[config.mk]
export PLATFORM = sky130hd
export DESIGN_NAME = dpd_playback
export DESIGN_NICKNAME = d
export VERILOG_FILES = /design/src/hw/dpd_pkg.sv /design/src/hw/dpd_playback.sv /design/src/hw/dpd_fifo.sv
export SDC_FILE = /design/constraint.sdc
export NUM_CORES = 2
export LEC_CHECK = 0
export BUFFER_PORTS_ARGS = -buffer_cell sky130_fd_sc_hd__buf_2
export CAP_MARGIN = 20
export CORE_MARGIN = 3
export CORE_UTILIZATION = 32
export CTS_CLUSTER_SIZE = 10
export DETAILED_ROUTE_END_ITERATION = 8
export GPL_TIMING_DRIVEN = 1
export HOLD_SLACK_MARGIN = 0.1
export PLACE_DENSITY_LB_ADDON = 0.15
export SLEW_MARGIN = 15
export SYNTH_ARGS = -nofsm -noshare
export SYNTH_HDL_FRONTEND = slang
export SYNTH_SLANG_ARGS = --single-unit
[constraint.sdc]
create_clock -name clk -period 27 [get_ports clk]
set_input_delay 1.35 -clock clk [delete_from_list [all_inputs] [get_ports clk]]
set_output_delay 1.35 -clock clk [all_outputs]
set_load 0.005 [all_outputs]
[src/hw/dpd_pkg.sv]
// constants and types shared by the playback digital path
// assumes a single 100 MHz clock and a synchronous active-high reset
package dpd_pkg;

	// ==========================================================
	// register addresses
	localparam logic [6:0] ADDR_POWER3    = 7'h03;
	localparam logic [6:0] ADDR_CONV_CTRL = 7'h0a;
	localparam logic [6:0] ADDR_VOLUME    = 7'h0b;
	localparam logic [6:0] ADDR_LIM_CTRL1 = 7'h18;
	localparam logic [6:0] ADDR_LIM_CTRL2 = 7'h19;
	localparam logic [6:0] ADDR_STATUS    = 7'h1a;

	// ==========================================================
	// field positions
	localparam int POWER_ON_BIT   = 0;
	localparam int SOFT_MUTE_BIT  = 6;
	localparam int ZERO_MUTE_BIT  = 2;
	localparam int PHASE_INV_BIT  = 0;
	localparam int LIMITER_ON_BIT = 8;
	localparam int DECAY_LSB      = 4;
	localparam int ATTACK_LSB     = 0;
	localparam int THRESH_LSB     = 4;
	localparam int BOOST_LSB      = 0;
	localparam int ST_ZERO_BIT    = 0;
	localparam int ST_SOFT_BIT    = 1;
	localparam int ST_LIMIT_BIT   = 2;
	localparam int ST_ACTIVE_BIT  = 3;

	// ==========================================================
	// reset values
	localparam logic [7:0] VOLUME_RESET = 8'hff;
	localparam logic [3:0] DECAY_RESET  = 4'h3;
	localparam logic [3:0] ATTACK_RESET = 4'h2;
	localparam logic [2:0] THRESH_RESET = 3'h0;
	localparam logic [3:0] BOOST_RESET  = 4'h0;

	// ==========================================================
	// data path sizes and counts
	localparam int SAMPLE_W   = 24;
	localparam int FIFO_DEPTH = 16;
	localparam logic [4:0]  SAMPLE_BITS  = 5'd24;
	localparam logic [10:0] ZERO_RUN_LEN = 11'd1024;
	localparam logic [7:0]  SOFT_MAX     = 8'hff;
	localparam logic [7:0]  SOFT_STEP    = 8'h01;
	localparam logic [5:0]  LIM_MAX      = 6'd48;
	localparam logic [3:0]  BOOST_MAX    = 4'hc;
	localparam logic [3:0]  RATE_CODE_MAX = 4'hb;
	localparam logic [2:0]  THRESH_MAX   = 3'h5;
	localparam logic [10:0] STEPS_PER_6DB = 11'd12;
	localparam int GAIN_FRAC  = 16;
	localparam int BOOST_SHIFT = 2;

	// ==========================================================
	// limiter timing: per-6dB time at code 0, in sample periods (x16) per half-dB
	localparam longint FS_HZ       = 44100;
	localparam longint ATK_6DB_NS  = 94000;
	localparam longint DCY_6DB_NS  = 750000;
	localparam longint NS_PER_S    = 1000000000;
	localparam logic [15:0] ATK_STEP_Q4 =
		16'((ATK_6DB_NS * FS_HZ * 16 + 12 * NS_PER_S - 1) / (12 * NS_PER_S));
	localparam logic [15:0] DCY_STEP_Q4 =
		16'((DCY_6DB_NS * FS_HZ * 16 + 12 * NS_PER_S - 1) / (12 * NS_PER_S));

	// ==========================================================
	// tables: thresholds -0.5 to -6.5 dB of full scale, gain 2^(-k/12) in q16
	localparam logic [6:0][23:0] THRESH_TABLE = {
		24'h3c900c, 24'h43f3bb, 24'h4c3e90, 24'h558c1f,
		24'h5ffc65, 24'h6bb300, 24'h78d6ee};
	localparam logic [11:0][16:0] MANT_TABLE = {
		17'h0879c, 17'h08fad, 17'h09838, 17'h0a145,
		17'h0aadc, 17'h0b505, 17'h0bfc9, 17'h0cb30,
		17'h0d745, 17'h0e412, 17'h0f1a2, 17'h10000};

	// ==========================================================
	// carriers and state
	typedef struct packed {
		logic       write;
		logic [6:0] addr;
		logic [8:0] wdata;
	} dpd_reg_req_s;

	typedef struct packed {
		logic bit_clock;
		logic frame_sync;
		logic data;
	} dpd_serial_s;

	typedef enum logic [1:0] {
		CAP_IDLE  = 2'b00,
		CAP_SHIFT = 2'b01,
		CAP_PUSH  = 2'b11
	} dpd_cap_e;

	typedef struct packed {
		logic [2:0]  bclk_sync;
		logic [2:0]  fs_sync;
		logic [1:0]  data_sync;
		dpd_cap_e    cap;
		logic [4:0]  bit_cnt;
		logic [23:0] shreg;
		logic        power_on;
		logic        soft_req;
		logic        zero_en;
		logic        phase_inv;
		logic [7:0]  volume;
		logic        limiter_on;
		logic [3:0]  decay;
		logic [3:0]  attack;
		logic [2:0]  thresh;
		logic [3:0]  boost;
		logic [7:0]  soft_att;
		logic [5:0]  lim_att;
		logic [15:0] rate_cnt;
		logic [10:0] zero_cnt;
		logic        zero_mute;
		logic [23:0] out_sample;
		logic [19:0] mod_acc;
		logic [4:0]  mod_level;
		logic        active;
		logic [8:0]  rdata;
	} dpd_state_s;

endpackage

[src/hw/dpd_playback.sv]
// playback digital path: serial capture, volume, soft mute, limiter,
// zero-run mute and a multi-level sigma-delta modulator
// assumes serial pins come from outside the clock domain; register port is synchronous
`timescale 1ns/1ps
`default_nettype none

// Operation
// - volume attenuates half dB per code, zero mutes
// - gain spans -127 to 0 dB, reset unity
// - filters and converter run only when powered
// - samples flow volume, limiter, then modulator
// - soft mute ramps down, release ramps back
// - full 24-bit path into multi-bit modulator
// - output phase inverts when invert set
// - 1024 zero samples in a row mute
// - first non-zero sample releases, restarts count
// - zero-run mute enable resets to off
// - above upper threshold, gain drops at attack rate
// - boost zero leaves quiet signals untouched
// - below lower threshold, gain recovers at decay
// - thresholds sit half dB either side
// - limiter runs only with limiter on bit
// - threshold codes map to -1 through -6 dB
// - rate codes double per step, decay resets 6ms
// - boost 0 to 12 dB, also standalone
module dpd_playback
	import dpd_pkg::*;
(
	// clock and reset
	input  wire logic                  clk,
	input  wire logic                  rst,
	// register port
	input  wire dpd_pkg::dpd_reg_req_s reg_req,
	input  wire logic [6:0]            reg_read_addr,
	output logic [8:0]                 reg_rdata,
	// serial sample pins
	input  wire dpd_pkg::dpd_serial_s  serial_pins,
	// converter side
	output logic [4:0]                 modulator_level,
	output logic                       zero_run_mute,
	output logic                       converter_active
);
	import dpd_pkg::*;

	dpd_state_s        st;
	dpd_state_s        next_st;
	logic              bclk_rise;
	logic              frame_rise;
	logic              fifo_in_ready;
	logic              fifo_out_valid;
	logic              fifo_out_ready;
	logic [23:0]       fifo_out_data;
	logic              tick;
	logic [23:0]       in_sample;
	logic [3:0]        boost_c;
	logic [2:0]        thresh_c;
	logic [10:0]       tot_att;
	logic [10:0]       shift_amt;
	logic [3:0]        mant_idx;
	logic signed [41:0] product;
	logic signed [41:0] scaled;
	logic [23:0]       gained;
	logic [23:0]       out_mag;
	logic [23:0]       upper_th;
	logic [23:0]       lower_th;
	logic [3:0]        atk_code;
	logic [3:0]        dcy_code;
	logic [15:0]       atk_period;
	logic [15:0]       dcy_period;
	logic [23:0]       polar;
	logic [24:0]       mod_sum;

	// ==========================================================
	// buffer
	dpd_fifo #(
		.WIDTH (SAMPLE_W),
		.DEPTH (FIFO_DEPTH)
	) u_fifo (
		.clk       (clk),
		.rst       (rst),
		.in_valid  (st.cap == CAP_PUSH),
		.in_ready  (fifo_in_ready),
		.in_data   (st.shreg),
		.out_valid (fifo_out_valid),
		.out_ready (fifo_out_ready),
		.out_data  (fifo_out_data)
	);

	// ==========================================================
	// edges and sample tick
	// edges read only the second and third sync stages
	assign bclk_rise      = st.bclk_sync[1] && !st.bclk_sync[2];
	assign frame_rise     = st.fs_sync[1] && !st.fs_sync[2];
	assign tick           = frame_rise && st.power_on;
	assign fifo_out_ready = tick;
	// an empty buffer plays silence
	assign in_sample      = fifo_out_valid ? fifo_out_data : 24'h000000;

	// ==========================================================
	// gain
	assign boost_c   = (st.boost > BOOST_MAX) ? BOOST_MAX : st.boost;
	assign tot_att   = 11'(8'hff - st.volume) + 11'(st.soft_att) + 11'(st.lim_att) +
		11'({BOOST_MAX - boost_c, 1'b0});
	assign shift_amt = tot_att / STEPS_PER_6DB;
	assign mant_idx  = 4'(tot_att % STEPS_PER_6DB);
	assign product   = 42'(signed'(in_sample)) * 42'(signed'({1'b0, MANT_TABLE[mant_idx]}));

	always_comb begin
		scaled = '0;
		if (shift_amt < 11'd32) begin
			scaled = product >>> (GAIN_FRAC - BOOST_SHIFT + 32'(shift_amt));
		end
		if (st.volume == 8'h00 || st.soft_att == SOFT_MAX) begin
			gained = 24'h000000;
		end else if (scaled > 42'sh7fffff) begin
			gained = 24'h7fffff;
		end else if (scaled < -42'sh800000) begin
			gained = 24'h800000;
		end else begin
			gained = scaled[23:0];
		end
	end

	// ==========================================================
	// limiter thresholds and rates
	assign out_mag    = st.out_sample[23] ? 24'(-st.out_sample) : st.out_sample;
	assign thresh_c   = (st.thresh > THRESH_MAX) ? THRESH_MAX : st.thresh;
	assign upper_th   = THRESH_TABLE[thresh_c];
	assign lower_th   = THRESH_TABLE[thresh_c + 3'd1];
	assign atk_code   = (st.attack > RATE_CODE_MAX) ? RATE_CODE_MAX : st.attack;
	assign dcy_code   = (st.decay > RATE_CODE_MAX) ? RATE_CODE_MAX : st.decay;

	always_comb begin
		// widened first: the slowest decay code overflows sixteen bits before the shift back
		atk_period = 16'((20'(ATK_STEP_Q4) << atk_code) >> 4);
		dcy_period = 16'((20'(DCY_STEP_Q4) << dcy_code) >> 4);
		if (atk_period == 16'h0000) begin
			atk_period = 16'h0001;
		end
		if (dcy_period == 16'h0000) begin
			dcy_period = 16'h0001;
		end
	end

	// ==========================================================
	// modulator input
	// zero-order hold between samples stands in for interpolation
	always_comb begin
		polar = st.out_sample;
		if (st.phase_inv) begin
			polar = (st.out_sample == 24'h800000) ? 24'h7fffff : 24'(-st.out_sample);
		end
	end
	assign mod_sum = 25'({~polar[23], polar[22:0]}) + 25'(st.mod_acc);

	// ==========================================================
	// next state
	always_comb begin
		next_st = st;
		next_st.bclk_sync = {st.bclk_sync[1:0], serial_pins.bit_clock};
		next_st.fs_sync   = {st.fs_sync[1:0], serial_pins.frame_sync};
		next_st.data_sync = {st.data_sync[0], serial_pins.data};

		// register writes
		if (reg_req.write) begin
			unique case (reg_req.addr)
				ADDR_POWER3: begin
					next_st.power_on = reg_req.wdata[POWER_ON_BIT];
				end
				ADDR_CONV_CTRL: begin
					next_st.soft_req  = reg_req.wdata[SOFT_MUTE_BIT];
					next_st.zero_en   = reg_req.wdata[ZERO_MUTE_BIT];
					next_st.phase_inv = reg_req.wdata[PHASE_INV_BIT];
				end
				ADDR_VOLUME: begin
					next_st.volume = reg_req.wdata[7:0];
				end
				ADDR_LIM_CTRL1: begin
					next_st.limiter_on = reg_req.wdata[LIMITER_ON_BIT];
					next_st.decay      = reg_req.wdata[DECAY_LSB +: 4];
					next_st.attack     = reg_req.wdata[ATTACK_LSB +: 4];
				end
				ADDR_LIM_CTRL2: begin
					next_st.thresh = reg_req.wdata[THRESH_LSB +: 3];
					next_st.boost  = reg_req.wdata[BOOST_LSB +: 4];
				end
				default: begin
				end
			endcase
		end

		// register read-back
		unique case (reg_read_addr)
			ADDR_POWER3:    next_st.rdata = 9'({st.power_on});
			ADDR_CONV_CTRL: next_st.rdata = 9'(({8'h00, st.soft_req} << SOFT_MUTE_BIT) |
				({8'h00, st.zero_en} << ZERO_MUTE_BIT) | ({8'h00, st.phase_inv} << PHASE_INV_BIT));
			ADDR_VOLUME:    next_st.rdata = {1'b0, st.volume};
			ADDR_LIM_CTRL1: next_st.rdata = {st.limiter_on, st.decay, st.attack};
			ADDR_LIM_CTRL2: next_st.rdata = {2'b00, st.thresh, st.boost};
			ADDR_STATUS:    next_st.rdata = {5'h00, st.active, st.lim_att != 6'd0,
				st.soft_att == SOFT_MAX, st.zero_mute};
			default:        next_st.rdata = 9'h000;
		endcase

		// serial capture, msb first after a frame edge that arrives while idle and powered
		unique case (st.cap)
			CAP_IDLE: begin
				if (frame_rise && st.power_on) begin
					next_st.cap     = CAP_SHIFT;
					next_st.bit_cnt = 5'd0;
				end
			end
			CAP_SHIFT: begin
				if (bclk_rise) begin
					next_st.shreg   = {st.shreg[22:0], st.data_sync[1]};
					next_st.bit_cnt = st.bit_cnt + 5'd1;
					if (st.bit_cnt == SAMPLE_BITS - 5'd1) begin
						next_st.cap = CAP_PUSH;
					end
				end
			end
			CAP_PUSH: begin
				// a full buffer holds capture here; bits arriving meanwhile are lost
				if (fifo_in_ready) begin
					next_st.cap = CAP_IDLE;
				end
			end
			default: begin
				next_st.cap = CAP_IDLE;
			end
		endcase

		// per-sample processing
		if (tick) begin
			next_st.out_sample = gained;

			if (st.soft_req && st.soft_att != SOFT_MAX) begin
				next_st.soft_att = st.soft_att + SOFT_STEP;
			end else if (!st.soft_req && st.soft_att != 8'h00) begin
				next_st.soft_att = st.soft_att - SOFT_STEP;
			end

			if (in_sample != 24'h000000) begin
				next_st.zero_cnt = 11'd0;
			end else if (st.zero_cnt != ZERO_RUN_LEN) begin
				next_st.zero_cnt = st.zero_cnt + 11'd1;
			end

			if (!st.limiter_on) begin
				next_st.lim_att  = 6'd0;
				next_st.rate_cnt = 16'h0000;
			end else if (out_mag > upper_th) begin
				next_st.rate_cnt = st.rate_cnt + 16'h0001;
				if (st.rate_cnt + 16'h0001 >= atk_period) begin
					next_st.rate_cnt = 16'h0000;
					if (st.lim_att != LIM_MAX) begin
						next_st.lim_att = st.lim_att + 6'd1;
					end
				end
			end else if (out_mag < lower_th && st.lim_att != 6'd0) begin
				next_st.rate_cnt = st.rate_cnt + 16'h0001;
				if (st.rate_cnt + 16'h0001 >= dcy_period) begin
					next_st.rate_cnt = 16'h0000;
					next_st.lim_att  = st.lim_att - 6'd1;
				end
			end else begin
				// between thresholds gain holds, so quiet input is untouched
				next_st.rate_cnt = 16'h0000;
			end
		end

		next_st.zero_mute = st.zero_en && (next_st.zero_cnt == ZERO_RUN_LEN);

		// modulator runs every clock while powered
		if (st.power_on) begin
			next_st.mod_acc   = mod_sum[19:0];
			next_st.mod_level = mod_sum[24:20];
		end else begin
			next_st.mod_acc    = 20'h00000;
			next_st.mod_level  = 5'h00;
			next_st.out_sample = 24'h000000;
		end
		next_st.active = st.power_on;
	end

	// ==========================================================
	// registers
	always_ff @(posedge clk) begin
		if (rst) begin
			st            <= '0;
			st.cap        <= CAP_IDLE;
			st.volume     <= VOLUME_RESET;
			st.decay      <= DECAY_RESET;
			st.attack     <= ATTACK_RESET;
			st.thresh     <= THRESH_RESET;
			st.boost      <= BOOST_RESET;
			st.zero_en    <= 1'b0;
			st.limiter_on <= 1'b0;
		end else begin
			st <= next_st;
		end
	end

	assign reg_rdata        = st.rdata;
	assign modulator_level  = st.mod_level;
	assign zero_run_mute    = st.zero_mute;
	assign converter_active = st.active;

endmodule
`default_nettype wire

[src/hw/dpd_fifo.sv]
// sample buffer between the serial capture and the filter path
// assumes both sides run on the same clock
`timescale 1ns/1ps
`default_nettype none
module dpd_fifo #(
	parameter int WIDTH = 24,
	parameter int DEPTH = 16
) (
	// clock and reset
	input  wire logic             clk,
	input  wire logic             rst,
	// filling side
	input  wire logic             in_valid,
	output logic                  in_ready,
	input  wire logic [WIDTH-1:0] in_data,
	// draining side
	output logic                  out_valid,
	input  wire logic             out_ready,
	output logic [WIDTH-1:0]      out_data
);
	localparam int AW = $clog2(DEPTH);

	typedef struct packed {
		logic [AW:0] wr_ptr;
		logic [AW:0] rd_ptr;
	} dpd_fifo_s;

	dpd_fifo_s         st;
	dpd_fifo_s         next_st;
	logic [WIDTH-1:0]  mem [DEPTH];
	logic              push;
	logic              pop;

	// ==========================================================
	// flags
	// extra pointer bit tells full from empty without a counter
	assign in_ready  = !(st.wr_ptr[AW] != st.rd_ptr[AW] &&
		st.wr_ptr[AW-1:0] == st.rd_ptr[AW-1:0]);
	assign out_valid = st.wr_ptr != st.rd_ptr;
	assign out_data  = mem[st.rd_ptr[AW-1:0]];
	assign push      = in_valid && in_ready;
	assign pop       = out_valid && out_ready;

	// ==========================================================
	// pointers
	always_comb begin
		next_st = st;
		if (push) begin
			next_st.wr_ptr = st.wr_ptr + 1'b1;
		end
		if (pop) begin
			next_st.rd_ptr = st.rd_ptr + 1'b1;
		end
	end

	always_ff @(posedge clk) begin
		if (rst) begin
			st <= '0;
		end else begin
			st <= next_st;
		end
	end

	always_ff @(posedge clk) begin
		if (push) begin
			mem[st.wr_ptr[AW-1:0]] <= in_data;
		end
	end

endmodule
`default_nettype wire

==> impl_results.md <==
- Status: complete, no violations
- Peak VDD IR: roughly 0.1 mV
- Hold Path Class: register to register
- Placer Congestion: about 0.85
- CP dominant cell by count: fa_1
- LEAKAGE: approximately 21 nW
- GRT Residual Overflow: 0
- RSZ-0062 raised after global routing: no
- Die width: around 390 um
- Arrival time worst endpoint: approximately 17 ns
- Setup Crit Path Kind: register to register
- Reg2reg end: st[44]$_SDFFE_PP0P_
- Clock root buffer: clkbuf_16
- FF+latch count, synth: between 500 and 600
- Critical-path top delay cell: fa_1
- Synthesized area: roughly 46000 sq um
- Post-synthesis mux area share: 0.09137
- Row cnt: 138
- Slew of the pin with the lowest slew margin: around 1.1 ns
- Min-delay src: st[161]$_SDFF_PP0_
- Most common cell after layout, fill and taps aside: inv_1
- CORE AREA: 142100 sq um
- Final hold violation count: 0
- Vias in the first global route: 33100
- Setup Skew: about 0.044 ns
- Post-Synth XOR/XNOR Area: 0.02787
- Postcts setup bufs: 0
- Layout cells sized above 1: 0.1054
- Worst setup EP type: register
- Largest cells by area after synthesis: edfxtp_1 (25%), fa_1 (18%), dfxtp_1 (7.9%)
- Slew Viols, Final: 0
- Compound-Gate Fraction of Synth Area: 0.1038
- Worst-path clk slew: about 0.06 ns
- First-pass DRT Iterations: 5
- Simple-gate share of the synthesized area: 0.1296
- Die Height: 385.0 um
- EDFF count, synth: between 300 and 400
- Worst Hold End: st[129]$_SDFFE_PP0P_
- Ports: 45
- Sum Neg Setup Slack: 0 ns
- Slowest Stage Delay on Critical Path: between 0.9 and 1 ns
- Worst-Skew Late Latency: 0.66 ns
- Layout area overhead: 10.53%
- Crit start category: register
- Worst hold stages: 2
- Initial Utilization: 0.3235
- Die area: approximately 150000 sq um
- Post-Synth Adder-Cell Area: 0.2490
- # clock sinks: around 570
- Via count: between 30000 and 40000
- # resized after CTS: 0
- Synth warn: 0
- Fillcell total: approximately 14000
- Wire per inst: 20.07 um
- Final period util: 0.5990
- Ys flop type: edfxtp_1
- Via/cell ratio: just over 5
- Most used cells in the layout excluding fill and tap cells: inv_1 (572), nand2_1 (500), fa_1 (415)
- First-pass GRT wire length: 202100 um
- Area of the multi-input gates: around 28000 sq um
- Slew margin rel.: 0.2555
- Register-to-register setup slack: approximately 11 ns
- H-tree levels: 3
- Total GRT Usage: 0.1764
- Reg2Reg Launch Point: st[89]$_SDFFE_PP0P_
- R2R depth: 46
- Largest family of logic cells by synthesized area: adder cells
- # hold bufs at CTS: 0
- Setup Viol. Count Final: 0
- Drt total wl: about 130000 um
- Power Total: ~0.0019 W
- ANT nets after route: 0
- CTS tree: built
- CTS Buffer Depth: 3
- Top-area cell type share of the netlist area: 0.2508
- Buffers on Ports: 44
- Register area share after synthesis: 0.3301
- Maximum capacitance violations: 0
- PwrDens: 37.58 nW/um^2
- FMAX: about 62 MHz
- Req. time, crit path: roughly 28 ns
- DRC viols: 0
- WHS: around 0.44 ns
- DRT iter0 DRCs: ~2200
- Post-layout util: 0.3575
- Final Critical Period: approximately 16 ns
- Nets: 5183
- CTS Buf Count: a little over 70
- Mean Syn Cell Area: ~10 sq um
- Largest net degree at the start of global routing: slightly above 70
- Largest area contributor in the netlist: edfxtp_1
- Initial antenna violation count: 1
- Synth async-reset ratio: 0
- Register area: around 15000 sq um
- Gate Count Post-Synth: around 4500
- Maximum net fanout on the critical path: between 40 and 50
- Number of distinct library cells after synthesis: roughly 110
- DP Wirelength: between 90000 and 100000 um
-- power by group --
group          internal (W)  switching (W)  leakage (nW)
sequential         0.000915    0.000000394          5.03
clock              0.000525       0.000385          1.07
combinational     0.0000234      0.0000604          14.6
total               0.00146       0.000446          20.8
-- per-layer routing --
metal	global-route usage	vias to the layer above	routed length (um)
li1	-	15290	-
met1	0.2484	16430	61120
met2	0.2938	639	61280
met3	0.02041	121	4784
met4	0.03314	0	1911
met5	0	-	0
-- worst max-delay path by stage --
stage,start,endpoint,slack [ns],depth (start not counted)
6_report,st[89]$_SDFFE_PP0P_,st[44]$_SDFFE_PP0P_,10.83,46
5_1_grt,st[89]$_SDFFE_PP0P_,st[35]$_SDFFE_PP0P_,9.71,47
4_1_cts,st[89]$_SDFFE_PP0P_,st[57]$_SDFFE_PP0P_,10.67,49
3_5_place_dp,st[89]$_SDFFE_PP0P_,st[57]$_SDFFE_PP0P_,10.72,49
3_3_place_gp,st[89]$_SDFFE_PP0P_,st[57]$_SDFFE_PP0P_,11.01,50
2_1_floorplan,st[89]$_SDFFE_PP0P_,st[47]$_SDFFE_PP0P_,13.53,55
-- cell usage after synthesis (all sizes together) (27+ instances only) --
cell    count
inv       574
nand2     502
nor2      416
fa        415
edfxtp    384
ha        251
a21oi     193
dfxtp     182
clkbuf    168
o21ai     153
mux2i     144
mux4       99
xnor2      97
nor2b      70
a211oi     62
buf        60
a21o       55
nand3      51
mux2       47
xor2       45
nor3       43
nand2b     41
o211ai     40
o21a       39
a31oi      34
or3        31
and2       30
nand4      28
a22oi      27
-- per-stage QoR --
stage / worst slack (ns) / cells / instance area (sq um)
global placement: 11.01 / 6303 / 48530
global route: 9.711 / 6433 / 50810
floorplan: 13.53 / 4517 / 45990
finish: 10.83 / 6434 / 50810
detailed placement: 10.72 / 6303 / 48530
CTS: 10.67 / 6431 / 50770
-- cells by family (layout without fill, tap and decap cells) --
family / count (synthesis) / in the layout
mux: 290 / 290
compound gates: 730 / 730
xor+xnor: 143 / 143
buf+inv: 803 / 829
other cells: 2 / 9
flops: 566 / 566
simple gates: 1311 / 1311
fa+ha+maj: 666 / 666
-- cell type report --
| type | count | share of cell area |
|---|---|---|
| multi-input cells | 3148 | 0.5513 |
| flip-flops and latches | 566 | 0.2989 |
| well taps | 1890 | 0.04654 |
| inverters | 575 | 0.04248 |
| clock buffers | 113 | 0.03925 |
| repair buffers | 126 | 0.01657 |
| clock inverters | 15 | 0.004901 |
| diodes | 1 | 0.00004925 |
-- worst max-delay path: cells and delay by family (launching register included) --
| family | cells | cell delay (ns) |
|---|---|---|
| AO/OA/AOI/OAI | 14 | 4.24 |
| XOR/XNOR | 1 | 0.44 |
| adder cells (fa/ha/maj) | 11 | 5.55 |
| buffers and inverters | 8 | 1.45 |
| flip-flops | 1 | 0.39 |
| multiplexers | 2 | 0.56 |
| AND/OR/NAND/NOR | 10 | 3.29 |
-- flip-flops by register name (all words and copies together), names as in the netlist, named ones only --
name / cells
u_fifo.mem: 384
st: 146
u_fifo.st: 10
reg_rdata: 9
next_st: 6
modulator_level: 5
converter_active: 1
zero_run_mute: 1
No activity file was read; power rests on OpenSTA's default activity.
